--- src/verilog/ubt_pkg.sv ---
// Behaviour
// - Token to a buffer whose ready bit is clear gets a NAK.
// - Endpoint direction bit decides whether a buffer serves IN or OUT.
// - Endpoint 0 has one buffer and one ready bit for both directions.
// - Ready bits 0-7 buffer 0, 9-15 buffer 1; bit 8, 31-16 zero.
// - Three-bit test-mode field: normal, J, K, NAK, packet; resets normal.
// - Continuous-J mode drives chirp J without break until the mode is rewritten or reset.
// - Continuous-K mode drives chirp K without break until the mode is rewritten or reset.
// - NAK test mode NAKs IN tokens with good CRC, ignores bad ones.
// - Test-packet mode sends packet from fixed RAM sequence, repeating until mode changes.
// - Error register holds stuff, PID and CRC 8-bit counters; 31-24 reserved.
// - Counters clear on USB bus reset and on software read.
// - Seven-ones report bumps stuff counter and raises stuff error flag.
// - PID check bits not complementing PID bump PID counter and flag.
// - CRC mismatch, CRC5 tokens or CRC16 data, bumps CRC counter and flag.
// - A counter at 255 wraps to zero on next increment.
// - Error register is read-only; writes change nothing.
// - Error flags raise interrupt only with own enable and master enable.
package ubt_pkg;
   // Register map, byte addresses
   localparam int UBT_ADDR_W = 12;
   localparam logic [11:0] UBT_RDY_OFS = 12'h114;
   localparam logic [11:0] UBT_MODE_OFS = 12'h118;
   localparam logic [11:0] UBT_CNT_OFS = 12'h11C;
   // Reset values
   localparam logic [15:0] UBT_RDY_RST = 16'h0000;
   localparam logic [2:0] UBT_MODE_RST = 3'h0;
   // Writable ready bits, bit 8 reserved
   localparam logic [15:0] UBT_RDY_MASK = 16'hFEFF;
   localparam int UBT_RDY_W = 16;
   localparam int UBT_MODE_W = 3;
   // Error counter fields
   localparam int UBT_CNT_W = 8;
   localparam int UBT_STUFF_LSB = 16;
   localparam int UBT_PID_LSB = 8;
   localparam int UBT_CRC_LSB = 0;
   localparam int UBT_CRC5_W = 5;
   // Interrupt enable bit positions
   localparam int UBT_EN_MST = 31;
   localparam int UBT_EN_STUFF = 29;
   localparam int UBT_EN_PID = 28;
   localparam int UBT_EN_CRC = 27;
   // Test packet location in packet RAM
   localparam logic [8:0] UBT_TP_BASE = 9'h000;
   localparam int UBT_TP_LEN = 53;
   localparam int UBT_RAM_AW = 9;

   typedef enum logic [2:0] {
      UBT_MODE_NORMAL = 3'h0,
      UBT_MODE_J = 3'h1,
      UBT_MODE_K = 3'h2,
      UBT_MODE_NAK = 3'h3,
      UBT_MODE_PKT = 3'h4
   } ubt_mode_t;

   typedef enum logic [1:0] {
      UBT_TP_IDLE = 2'h0,
      UBT_TP_FETCH = 2'h1,
      UBT_TP_SEND = 2'h3,
      UBT_TP_GAP = 2'h2
   } ubt_tp_state_t;

   // Ready bit index of an endpoint buffer; endpoint 0 always maps to bit 0
   function automatic logic [3:0] ubt_ready_bit(input logic [2:0] ep, input logic buf_sel);
      return (buf_sel && (ep != 3'h0)) ? {1'b1, ep} : {1'b0, ep};
   endfunction

   // Effective mode; undefined codes fall back to normal
   function automatic ubt_mode_t ubt_mode_eff(input logic [2:0] code);
      return (code > 3'h4) ? UBT_MODE_NORMAL : ubt_mode_t'(code);
   endfunction
endpackage

--- src/verilog/ubt_err_cnt.sv ---
`timescale 1ns/10ps
module ubt_err_cnt #(
   parameter int WIDTH = ubt_pkg::UBT_CNT_W
) (
   input wire logic pclk,
   input wire logic presetn,
   input wire logic clr,
   input wire logic inc,
   output logic [WIDTH-1:0] count
);
   logic [WIDTH-1:0] count_q;
   logic [WIDTH-1:0] count_d;

   // Clear first, then count, so an event in the clearing cycle survives
   // natural wrap
   assign count_d = (clr ? '0 : count_q) + {{(WIDTH-1){1'b0}}, inc};
   assign count = count_q;

   // Counter register
   always_ff @(posedge pclk or negedge presetn) begin
      if (!presetn) begin
         count_q <= '0;
      end else begin
         count_q <= count_d;
      end
   end
endmodule // ubt_err_cnt

--- config.mk ---
export PLATFORM = sky130hd
export DESIGN_NAME = ubt_err_cnt
export DESIGN_NICKNAME = d
export VERILOG_FILES = /design/src/verilog/ubt_pkg.sv /design/src/verilog/ubt_err_cnt.sv
export SDC_FILE = /design/constraint.sdc
export NUM_CORES = 1
export LEC_CHECK = 0
export BUFFER_PORTS_ARGS = -buffer_cell sky130_fd_sc_hd__buf_2
export CAP_MARGIN = 20
export CORE_AREA = 3 3 40 42
export DETAILED_ROUTE_END_ITERATION = 10
export DIE_AREA = 0 0 43 45
export GPL_TIMING_DRIVEN = 0
export SETUP_SLACK_MARGIN = 0.02
export SLEW_MARGIN = 20
export SYNTH_ARGS = -nofsm -noshare
export SYNTH_HDL_FRONTEND = slang
export SYNTH_SLANG_ARGS = --single-unit
--- constraint.sdc ---
create_clock -name pclk -period 1.7 [get_ports pclk]
set_input_delay 0.255 -clock pclk [delete_from_list [all_inputs] [get_ports pclk]]
set_output_delay 0.255 -clock pclk [all_outputs]
set_load 0.01 [all_outputs]
* Word level (Yosys, flattened, before mapping)
Cells that the tools add are included.
Operators by class: add/subtract/negate cells 1, mux-type cells 1
Operators by type and width (count):
- 8-bit by 1-bit adder with 8-bit output | 1
- 8-bit 2-to-1 mux | 1
Word-level totals: flip-flop bits (word level) 8, bits of input ports 4, output and inout port bits 8

* Longest topological paths before layout
Gate-level depths: netlist of run 1.
depth after elaboration 2, gate-level depth with buffers 7, depth with buffers taken out 6

* Worst setup path after synthesis of run 1
OpenSTA, ideal clock, no wires.
path kind register to register, start point register count_q[0] (netlist: count[0]), end point register count_q[6] (netlist: count[6]), library setup time 0.125 ns, data arrival time 1.323 ns, required time 1.575 ns, path slack 0.252 ns, cell stages (with the launch flop) 6, buffers on the path 0, clock period less this slack 1.448 ns, cell sequence dfrtp_1 nor2b_1 ha_1 ha_1 nand3_1 mux2_2
Between the ends: cells in the longest elaborated chain, start to end 2
RTL lines:
- start: declaration | RTL line ubt_err_cnt.sv:11 | logic [WIDTH-1:0] count_q;
- start signal: assignment | RTL line ubt_err_cnt.sv:24 | count_q <= count_d;
- 8-bit 2-to-1 mux | RTL line ubt_err_cnt.sv:16 | assign count_d = (clr ? '0 : count_q) + {{(WIDTH-1){1'b0}}, inc};
- 8-bit by 1-bit adder with 8-bit output | RTL line ubt_err_cnt.sv:16
- via count_d[6] | RTL line ubt_err_cnt.sv:12 | logic [WIDTH-1:0] count_d;
The timed path passes the listed nets, and every way through them passes these cells.

* Worst setup path in the final report of run 1
Same ends and word-level chain as after synthesis.

==> results of run 1 <==
[synth_stat cells (2+ instances only)]
cell	number
nand3_1	4
dfrtp_1	8
nor2b_1	3
a21oi_1	2
nor2_1	4
ha_1	3
xor2_1	2
[layer usage]
layer,share of wire (%),up-vias,GRT usage [%]
met5,0,-,0
met4,0,0,1.81
met3,8.5,0,7.17
met2,43,11,13.8
met1,48,142,12.4
li1,-,156,-
[worst max-delay path: stages (launching register included)]
cell and delay, ns:
dfrtp_1 0.37, nor2b_1 0.14, ha_1 0.18, ha_1 0.23
nand3_1 0.10, mux2_2 0.33
[area by class of cell]
cell class | count | area share, %
repair buffers | 11 | 12.0
well taps | 15 | 3.74
plain buffers | 1 | 1.50
flip-flops and latches | 8 | 39.9
clock buffers | 3 | 4.49
multi-input cells | 28 | 38.4
[power groups by stage]
stage | registers (mW) | logic [mW] | clock network (mW)
global route | 0.207 | 0.0455 | 0.164
detailed placement | 0.208 | 0.0386 | 0
finish | 0.205 | 0.0394 | 0.145
CTS | 0.205 | 0.0404 | 0.153
floorplan | 0.211 | 0.0163 | 0
global placement | 0.208 | 0.0380 | 0
[worst paths after layout]
check,startpoint,to,cells past startpoint
worst max-delay path,count[0]$_DFF_PN0_,count[6]$_DFF_PN0_,5
worst min-delay path,clr,count[7]$_DFF_PN0_,2
worst max register to register,count[0]$_DFF_PN0_,count[6]$_DFF_PN0_,5
worst min register to register,count[7]$_DFF_PN0_,count[7]$_DFF_PN0_,2
max in group asynchronous,presetn,count[2]$_DFF_PN0_,2
min in group asynchronous,presetn,count[6]$_DFF_PN0_,2
[per-stage QoR]
| step | total power, mW | util, % | hold slack, ns | worst slack, ns |
|---|---|---|---|---|
| after floorplan | 0.228 | - | -0.0406 | 0.252 |
| final | 0.389 | 39.0 | 0.229 | 0.226 |
| after detailed placement | 0.246 | 36.5 | 0.104 | 0.237 |
| after CTS | 0.398 | 39.0 | 0.223 | 0.228 |
| after global placement | 0.246 | 36.5 | 0.107 | 0.239 |
| after global routing | 0.416 | 39.0 | 0.229 | 0.176 |
[logic make-up (layout without fill, tap and decap cells)]
kind of cell,after synthesis,count (layout),share of synthesized area [%]
muxes,1,1,2.81
buffers and inverters,1,15,1.88
xor gates and xnor gates,3,3,6.56
adders and majority gates,3,3,9.38
DFF,8,8,50.0
and+or+nand+nor,17,17,23.4
AOI/OAI and AO/OA,4,4,5.94
==> metrics.csv, run 1 <==
stage;metric;value;unit
critical_path;reg2reg_slack;0.23;ns
placed_design;dpl_cell_area;469;um^2
clock_tree;hold_buffers;1;
placed_design;gp_congestion;0.685;
floorplan;die_h;45;um
critical_path;critPathKind;reg2reg;
placed_design;dpl.cell_count;62;
clock_tree;post_cts_buffers;0;
clock_tree;cts_sinks;8;
floorplan;die_area;1940;um^2
global_routing;grt_max_degree;11;
global_routing;grt_pass1_wl;1360;um
power_and_ir_drop;seq_power_share;52.6;%
final_layout;regArea;200;um^2
power_and_ir_drop;power.net_switching;91.8;uW
critical_path;startpoint_type;flip-flop;
sta;rsz0062_at_grt;no;
synth;synth_ff_type;dfrtp_1;
final_layout;nNetsFinal;60;
placed_design;port_buffers;10;
synth;async_reset_ff_share;100;%
flow_run;maxCapViolations;0;
sta;fin_tns_setup;0;ns
synth;yosysTopAreaCell;dfrtp_1;
placed_design;dpl.hpwl;562;um
detailed_routing;via_count;309;
global_routing;grt_usage;9.83;%
synth;avgSynthCellArea;10.8;um^2
detailed_routing;avgRoutedWirePerCell;11.4;um
clock_tree;h-tree-depth;1;
power_and_ir_drop;irDropWorstVdd;0.000552;V
floorplan;coreArea;1280;um^2
sta;finalMaxSlewViolations;0;
critical_path;crit_fanout;3;
power_and_ir_drop;clockPowerShare;37.3;%
clock_tree;insertion_delay;0.25;ns
worst_hold_path;hold_path_class;in2reg;
critical_path;cp-end-kind;flip-flop;
synth;synth_edf_count;0;
power_and_ir_drop;internal-power;298;uW
sta;hold_viol_final;0;
clock_tree;clk_pin_slew;0.06;ns
final_layout;area_growth;25.3;%
floorplan;start_util;31.2;%
sta;final-setup-viol-count;0;
detailed_routing;totalWireLength;751;um
clock_tree;root_buffer;clkbuf_4;
clock_tree;clockBufferDepth;2;
sta;post-route-period-util;86.7;%
synth;synth_cell_types;18;
power_and_ir_drop;power_leakage;0.259;nW
final_layout;drive_gt1_share;33.3;%
final_layout;stdcell_count;66;
run_status;status;finished, final reports clean;
final_layout;mostFrequentLayoutCells;10 x buf_2, 8 x dfrtp_1, 4 x nand3_1, 4 x nor2_1;
clock_tree;cts_tree;yes;
final_layout;multi_input_area;193;um^2
synth;synth.ff_latch_count;8;
synth;netlist_area;400;um^2
floorplan;rows;13;
final_layout;final_common_cell;buf_2;
synth;synthCells;37;
power_and_ir_drop;combPwrFrac;10.1;%
synth;synth_warnings;0;
synth;synth_top_cell_area_share;50.0;%
clock_tree;cts_made_buffers;3;
floorplan;die_w;43;um
power_and_ir_drop;power.density;776;nW/um^2
global_routing;grt_pass1_vias;320;
global_routing;grt_antenna_before_repair;0;
clock_tree;post_cts_resized;0;
final_layout;nFillCells;128;
sta;fmax;0.678;GHz
sta;fin_worst_skew;0.00420;ns
detailed_routing;ant_nets;0;
synth;syn_nets;44;
sta;worstMarginPinSlew;0.178;ns
final_layout;num_antenna_cells;0;
synth;ys_seq_area_share;50.0;%
detailed_routing;firstDrtPassIters;2;
sta;relSlewSlack;88.1;%
global_routing;gr-total-overflow;0;
final_layout;stdcell_area;502;um^2
synth;synth.top_cells.by_area;dfrtp_1 50%, ha_1 9.4%, nand3_1 5.0%, nor2b_1 4.7%, xor2_1 4.4%;
critical_path;arrival;1.61;ns
detailed_routing;avgViaCountPerCell;4.68;
power_and_ir_drop;switching_share;23.6;%
floorplan;ios;12;
detailed_routing;drcViolationCount;0;
detailed_routing;drt_first_iter_violations;3;
critical_path;required;1.84;ns
sta;period_needed;1.47;ns
final_layout;largest_register_ffs;8;
No activity file was read; power rests on OpenSTA's default activity.
==> inputs of run 2 (changes only) <==
--- a/config.mk
+++ b/config.mk
@@ -5,6 +5,7 @@
 export SDC_FILE = /design/constraint.sdc
 export NUM_CORES = 1
 export LEC_CHECK = 0
+export ABC_AREA = 1
 export BUFFER_PORTS_ARGS = -buffer_cell sky130_fd_sc_hd__buf_2
 export CAP_MARGIN = 20
 export CORE_AREA = 3 3 40 42
@@ -12,6 +13,7 @@
 export DIE_AREA = 0 0 43 45
 export GPL_TIMING_DRIVEN = 0
 export SETUP_SLACK_MARGIN = 0.02
+export SKIP_CTS_REPAIR_TIMING = 1
 export SLEW_MARGIN = 20
 export SYNTH_ARGS = -nofsm -noshare
 export SYNTH_HDL_FRONTEND = slang
==> run 2 against run 1 <==
  * Clock skew shrank 0.0022 ns
  * Count of clock-buffer cells in the layout is the same
  * Core utilization grew 3.6 points
  * Non-clock buffer count is the same
  * Die area is the same
  * Setup slack gained 0.078 ns
  * Routed wire length grew 11%
  * Cell area grew 9.2%
  * Power grew 1.2%
  * Via count grew 19%
==> metrics.csv, run 2 <==
stage;metric;value;unit;change
critical_path;cp-startpoint;count[0]$_DFF_PN0_;;unchanged
detailed_routing;avgViaCountPerCell;4.65;;was 4.68
final_layout;largest_register_ffs;8;;unchanged
sta;hold_viol_final;0;;unchanged
clock_tree;cts_tree;yes;;unchanged
floorplan;coreArea;1280;um^2;unchanged
critical_path;worst_path_max_delay_cell;dfrtp_1;;unchanged
synth;synth.top_cells.by_area;dfrtp_1 45%, nand2_1 10%, ha_1 8.5%, inv_1 5.1%, nand3_2 4.5%;;was dfrtp_1 50%, ha_1 9.4%, nand3_1 5.0%, nor2b_1 4.7%, xor2_1 4.4%
critical_path;max_stage_delay;0.34;ns;was 0.37 ns
flow_run;maxCapViolations;0;;unchanged
clock_tree;cts_sinks;8;;unchanged
placed_design;port_buffers;11;;was 10
detailed_routing;drcViolationCount;0;;unchanged
placed_design;dpl.cell_count;75;;was 62
power_and_ir_drop;switching_share;25.0;%;was 23.6%
placed_design;gp_congestion;0.644;;was 0.685
power_and_ir_drop;seq_power_share;51.9;%;was 52.6%
detailed_routing;ant_nets;0;;unchanged
floorplan;rows;13;;unchanged
power_and_ir_drop;power.density;719;nW/um^2;was 776 nW/um^2
critical_path;crit_family;simple AND/OR/NAND/NOR gates;;was adder cells
final_layout;stdcell_area;548;um^2;was 502 um^2
sta;finalMaxSlewViolations;0;;unchanged
sta;worstMarginPinSlew;0.233;ns;was 0.178 ns
power_and_ir_drop;combPwrFrac;10.8;%;was 10.1%
clock_tree;h-tree-depth;1;;unchanged
synth;yosysTopAreaCell;dfrtp_1;;unchanged
power_and_ir_drop;internal-power;296;uW;was 298 uW
floorplan;ios;12;;unchanged
synth;synth_edf_count;0;;unchanged
final_layout;nNetsFinal;73;;was 60
global_routing;gr-total-overflow;0;;unchanged
detailed_routing;avgRoutedWirePerCell;10.6;um;was 11.4 um
global_routing;grt_antenna_before_repair;0;;unchanged
final_layout;num_antenna_cells;0;;unchanged
sta;post-route-period-util;82.1;%;was 86.7%
global_routing;grt_max_degree;9;;was 11
placed_design;dpl_cell_area;515;um^2;was 469 um^2
detailed_routing;drt_first_iter_violations;6;;was 3
floorplan;die_w;43;um;unchanged
sta;rsz0062_at_grt;no;;unchanged
final_layout;area_growth;24.1;%;was 25.3%
power_and_ir_drop;power.total;394;uW;was 389 uW
synth;syn_nets;56;;was 44
clock_tree;clk_pin_slew;0.06;ns;about the same
floorplan;die_h;45;um;unchanged
sta;fin_worst_skew;0.00203;ns;was 0.00420 ns
worst_hold_path;worstHoldStart;inc;;was clr
power_and_ir_drop;clockPowerShare;37.3;%;about the same
run_status;status;finished, final reports clean;;unchanged
final_layout;nFillCells;140;;was 128
global_routing;grt_pass1_wl;1400;um;was 1360 um
synth;synthCells;49;;was 37
synth;synth_warnings;0;;unchanged
synth;synth_ff_type;dfrtp_1;;unchanged
synth;synth_cell_types;17;;was 18
sta;fin_tns_setup;0;ns;unchanged
final_layout;mostFrequentLayoutCells;12 x nand2_1, 11 x buf_2, 8 x dfrtp_1;;was 10 x buf_2, 8 x dfrtp_1, 4 x nand3_1, 4 x nor2_1
critical_path;path_cells;inv_1, nor2_1, ha_1, ha_1, nand2_1, nor2_4, nand3_1, nand2_1, nand2_1;;was nor2b_1, ha_1, ha_1, nand3_1, mux2_2
power_and_ir_drop;power.net_switching;98.5;uW;was 91.8 uW
critical_path;path_common_cell;nand2_1;;was ha_1
detailed_routing;totalWireLength;836;um;was 751 um
synth;async_reset_ff_share;100;%;unchanged
critical_path;critPathBufInv;1;;was 0
critical_path;cp-end-kind;flip-flop;;unchanged
sta;period_needed;1.40;ns;was 1.47 ns
critical_path;arrival;1.54;ns;was 1.61 ns
synth;synth.ff_latch_count;8;;unchanged
final_layout;drive_gt1_share;32.8;%;was 33.3%
sta;fmax;0.716;GHz;was 0.678 GHz
clock_tree;insertion_delay;0.25;ns;about the same
sta;final-setup-viol-count;0;;unchanged
clock_tree;cts_made_buffers;3;;unchanged
final_layout;stdcell_count;79;;was 66
synth;synth_commonest_cells;12 x nand2_1, 8 x dfrtp_1, 6 x inv_1, 4 x nor2_1;;was 8 x dfrtp_1, 4 x nand3_1, 4 x nor2_1, 3 x ha_1, 3 x nor2b_1
clock_tree;root_buffer;clkbuf_4;;unchanged
critical_path;crit_fanout;3;;unchanged
floorplan;die_area;1940;um^2;unchanged
sta;relSlewSlack;84.3;%;was 88.1%
global_routing;grt_usage;10.7;%;was 9.83%
critical_path;r2r-start;count[0]$_DFF_PN0_;;unchanged
synth;avgSynthCellArea;9.01;um^2;was 10.8 um^2
detailed_routing;via_count;367;;was 309
clock_tree;clockBufferDepth;2;;unchanged
synth;synth_top_cell_area_share;45.3;%;was 50.0%
worst_hold_path;hold_path_class;in2reg;;unchanged
synth;netlist_area;442;um^2;was 400 um^2
placed_design;dpl.hpwl;615;um;was 562 um
synth;yosys.cell_count.top_type;nand2_1;;was dfrtp_1
synth;ys_seq_area_share;45.3;%;was 50.0%
floorplan;start_util;34.4;%;was 31.2%
critical_path;required;1.85;ns;was 1.84 ns
critical_path;startpoint_type;flip-flop;;unchanged
critical_path;critPathKind;reg2reg;;unchanged
detailed_routing;firstDrtPassIters;4;;was 2
power_and_ir_drop;irDropWorstVdd;0.000419;V;was 0.000552 V
power_and_ir_drop;power_leakage;0.302;nW;was 0.259 nW
global_routing;grt_pass1_vias;334;;was 320
final_layout;final_common_cell;nand2_1;;was buf_2
## run 2: cell count changes in the layout (fill, tap and decap cells not counted), moves of 2 or more
cell | previous run | this run
a21oi_1 | 2 | 0
inv_1 | 0 | 6
nand2_1 | 0 | 12
nand3_2 | 0 | 2
nor2b_1 | 3 | 0
xor2_1 | 2 | 0
## run 2: power groups by stage
stage | registers (mW) | logic [mW] | clock network [mW]
2_1_floorplan | 0.212 | 0.0164 | 0
3_3_place_gp | 0.208 | 0.0408 | 0
3_5_place_dp | 0.208 | 0.0415 | 0
4_1_cts | 0.204 | 0.0419 | 0.162
5_1_grt | 0.205 | 0.0496 | 0.172
6_report | 0.205 | 0.0426 | 0.147
## run 2: stage by stage
step / hold slack, ns / setup WS, ns / utilization (%)
finish: 0.249 / 0.304 / 42.6
global route: 0.243 / 0.154 / 42.6
CTS: -0.172 / 0.278 / 41.9
detailed placement: 0.110 / 0.236 / 40.1
global placement: 0.109 / 0.269 / 40.1
floorplan: -0.0406 / 0.352 / -
## run 2: final timing paths
kind,endpoint,slack [ns],cells past startpoint
max in group asynchronous,count[7]$_DFF_PN0_,1.15,2
min in group asynchronous,count[3]$_DFF_PN0_,0.38,2
worst max register to register,count[6]$_DFF_PN0_,0.30,9
worst min register to register,count[3]$_DFF_PN0_,0.57,1
worst max-delay path,count[6]$_DFF_PN0_,0.30,9
worst min-delay path,count[0]$_DFF_PN0_,0.25,2
## run 2: per-layer routing
metal	global-route usage [%]	wire [um]	vias to the layer above
met1	12.2	373	170
met4	10.8	12	0
met2	15.3	410	9
li1	-	-	186
met5	0	0	-
met3	3.59	40	2
## run 2: area by class of cell
type                       count  area, um^2  area share [%]
multi-input combinational     34         213            38.8
clock buffer                   3        22.5            4.11
timing repair buffer          12        65.1            11.9
sequential                     8         200            36.5
inverter                       7        28.8            5.25
tap                           15        18.8            3.42
## run 2: cell families after synthesis
logic type               after synthesis  synth area share, %
AND/OR/NAND/NOR                       27                 33.4
flip-flops                             8                 45.3
buffers and inverters                  7                 6.52
adder cells (fa/ha/maj)                3                 8.50
AO/OA/AOI/OAI                          2                 2.26
XOR/XNOR                               2                 3.97
==> inputs of run 3 (changes only) <==
==> constraint.sdc (replaced) <==
create_clock -name pclk -period 1.1 [get_ports pclk]
set_input_delay 0.165 -clock pclk [delete_from_list [all_inputs] [get_ports pclk]]
set_output_delay 0.165 -clock pclk [all_outputs]
set_load 0.01 [all_outputs]
==> run 3 against run 2 <==
  * The run now ends with setup timing left
  * Register-to-register slack lost 0.46 ns
  * Routed wire length grew 8.9%
  * Sequential power grew 56%
  * Clock skew grew 0.00086 ns
  * Fmax grew 11%
  * Via count grew 1.4%
  * Combinational power grew 110%
  * Critical endpoint unchanged
  * Highest routed layer unchanged
==> metrics.csv, run 3 (same netlist as run 2, synthesis figures left out) <==
stage;metric;value;unit;change
placed_design;dpl.cell_count;75;;unchanged
floorplan;ios;12;;unchanged
clock_tree;cts_tree;yes;;unchanged
final_layout;fin_util;48.0;%;was 42.6%
floorplan;die_h;45;um;unchanged
global_routing;gr-total-overflow;0;;unchanged
detailed_routing;drt_first_iter_violations;7;;was 6
critical_path;path_cells;inv_2, nor2_4, ha_4, ha_4, nand2_4, nor2_4, nand3_2, nand2_1, nand2_1;;was inv_1, nor2_1, ha_1, ha_1, nand2_1, nor2_4, nand3_1, nand2_1, nand2_1
final_layout;stdcell_count;80;;was 79
clock_tree;cts_sinks;8;;unchanged
worst_hold_path;hold_path_class;in2reg;;unchanged
sta;timing.hold.ws;0.175;ns;was 0.249 ns
critical_path;r2r-start;count[0]$_DFF_PN0_;;unchanged
detailed_routing;totalWireLength;910;um;was 836 um
sta;fmax;0.795;GHz;was 0.716 GHz
clock_tree;clk_pin_slew;0.06;ns;about the same
sta;hold_viol_final;0;;unchanged
critical_path;reg2reg_slack;-0.16;ns;was 0.30 ns
critical_path;crit_fanout;3;;unchanged
detailed_routing;drcViolationCount;0;;unchanged
global_routing;grtUsageMet1;13.5;%;was 12.2%
detailed_routing;ant_nets;0;;unchanged
power_and_ir_drop;power.total;630;uW;was 394 uW
detailed_routing;firstDrtPassIters;4;;unchanged
sta;finalMaxSlewViolations;0;;unchanged
global_routing;grt_max_degree;9;;unchanged
critical_path;worst_path_max_delay_cell;dfrtp_1;;unchanged
clock_tree;root_buffer;clkbuf_4;;unchanged
global_routing;busiest_layer;met2;;unchanged
critical_path;max_stage_delay;0.36;ns;was 0.34 ns
placed_design;port_buffers;11;;unchanged
sta;postLayoutSetupSlackWorst;-0.158;ns;was 0.304 ns
sta;post-route-period-util;114;%;was 82.1%
sta;fin_tns_setup;-0.570;ns;was 0 ns
floorplan;die_area;1940;um^2;unchanged
critical_path;r2r_cells;9;;unchanged
critical_path;crit_family;simple AND/OR/NAND/NOR gates;;unchanged
placed_design;dp_slack;-0.213;ns;was 0.236 ns
final_layout;largest_register_ffs;8;;unchanged
final_layout;mostFrequentLayoutCells;11 x nand2_1, 11 x buf_2, 7 x dfrtp_1;;was 12 x nand2_1, 11 x buf_2, 8 x dfrtp_1
run_status;violations;setup timing;;
global_routing;use_met3;3.19;%;was 3.59%
global_routing;grt_antenna_before_repair;0;;unchanged
global_routing;grt_use_met2;14.1;%;was 15.3%
sta;rsz0062_at_grt;yes;;was no
global_routing;grt_usage;10.5;%;was 10.7%
final_layout;drive_gt1_share;49.2;%;was 32.8%
placed_design;dpl_cell_area;541;um^2;was 515 um^2
detailed_routing;via_count;372;;was 367
floorplan;coreArea;1280;um^2;unchanged
flow_run;maxCapViolations;0;;unchanged
critical_path;critPathKind;reg2reg;;unchanged
global_routing;grt_pass1_wl;1430;um;was 1400 um
sta;period_needed;1.26;ns;was 1.40 ns
final_layout;nFillCells;124;;was 140
final_layout;stdcell_area;617;um^2;was 548 um^2
run_status;status;complete, but fails checks;;was finished, final reports clean
critical_path;cp-startpoint;count[0]$_DFF_PN0_;;unchanged
power_and_ir_drop;irDropWorstVdd;0.000589;V;was 0.000419 V
sta;final-setup-viol-count;6;;was 0
power_and_ir_drop;power_leakage;0.328;nW;was 0.302 nW
clock_tree;insertion_delay;0.25;ns;about the same
floorplan;rows;13;;unchanged
clock_tree;clockBufferDepth;2;;unchanged
critical_path;cp.depth;9;;unchanged
final_layout;num_antenna_cells;0;;unchanged
global_routing;grt_pass1_vias;335;;was 334
critical_path;startpoint_type;flip-flop;;unchanged
floorplan;start_util;34.4;%;unchanged
critical_path;arrival;1.40;ns;was 1.54 ns
clock_tree;h-tree-depth;1;;unchanged
sta;fin_worst_skew;0.00289;ns;was 0.00203 ns
detailed_routing;avgRoutedWirePerCell;11.4;um;was 10.6 um
floorplan;die_w;43;um;unchanged
detailed_routing;avgViaCountPerCell;4.65;;about the same
sta;relSlewSlack;81.6;%;was 84.3%
placed_design;gp_congestion;0.656;;was 0.644
critical_path;timing.rr.end;count[6]$_DFF_PN0_;;unchanged
final_layout;area_growth;39.7;%;was 24.1%
critical_path;critPathBufInv;1;;unchanged
sta;worstMarginPinSlew;0.275;ns;was 0.233 ns
placed_design;dpl.hpwl;672;um;was 615 um
clock_tree;cts_made_buffers;3;;unchanged
power_and_ir_drop;power.density;1020;nW/um^2;was 719 nW/um^2
worst_hold_path;hold_depth;2;;unchanged
critical_path;crit_end;count[6]$_DFF_PN0_;;unchanged
final_layout;nNetsFinal;74;;was 73
critical_path;required;1.24;ns;was 1.85 ns
critical_path;cp-end-kind;flip-flop;;unchanged
run 3: area by class of cell:
| class | instances | area [um^2] | share of cell area, % |
|---|---|---|---|
| clock buffers | 3 | 22.5 | 3.65 |
| multi-input cells | 34 | 273 | 44.2 |
| flip-flops and latches | 8 | 201 | 32.7 |
| well taps | 15 | 18.8 | 3.04 |
| repair buffers | 13 | 72.6 | 11.8 |
| inverters | 7 | 28.8 | 4.67 |
run 3: worst reg2reg max path, cell delays in order (launching register included):
cell	delay, ns
dfrtp_1	0.36
inv_2	0.05
nor2_4	0.11
ha_4	0.15
ha_4	0.14
nand2_4	0.05
nor2_4	0.13
nand3_2	0.07
nand2_1	0.06
nand2_1	0.04
run 3: routing by layer:
| metal | wire length, um | part of all wire [%] |
|---|---|---|
| met5 | 0 | 0 |
| met3 | 60 | 6.6 |
| met2 | 409 | 45 |
| met4 | 10 | 1.1 |
| met1 | 430 | 47 |
run 3: how the worst min path moves through the flow:
stage | end | from
2_1_floorplan | count[0]$_DFF_PN0_ | presetn
3_3_place_gp | count[5]$_DFF_PN0_ | presetn
3_5_place_dp | count[6]$_DFF_PN0_ | presetn
4_1_cts | count[6]$_DFF_PN0_ | presetn
5_1_grt | count[0]$_DFF_PN0_ | inc
6_report | count[0]$_DFF_PN0_ | inc
run 3: where the power goes:
part,switching [mW],total (mW),internal (mW)
clock network,0.0979,0.223,0.125
registers,0.0124,0.319,0.307
logic,0.0539,0.0881,0.0342
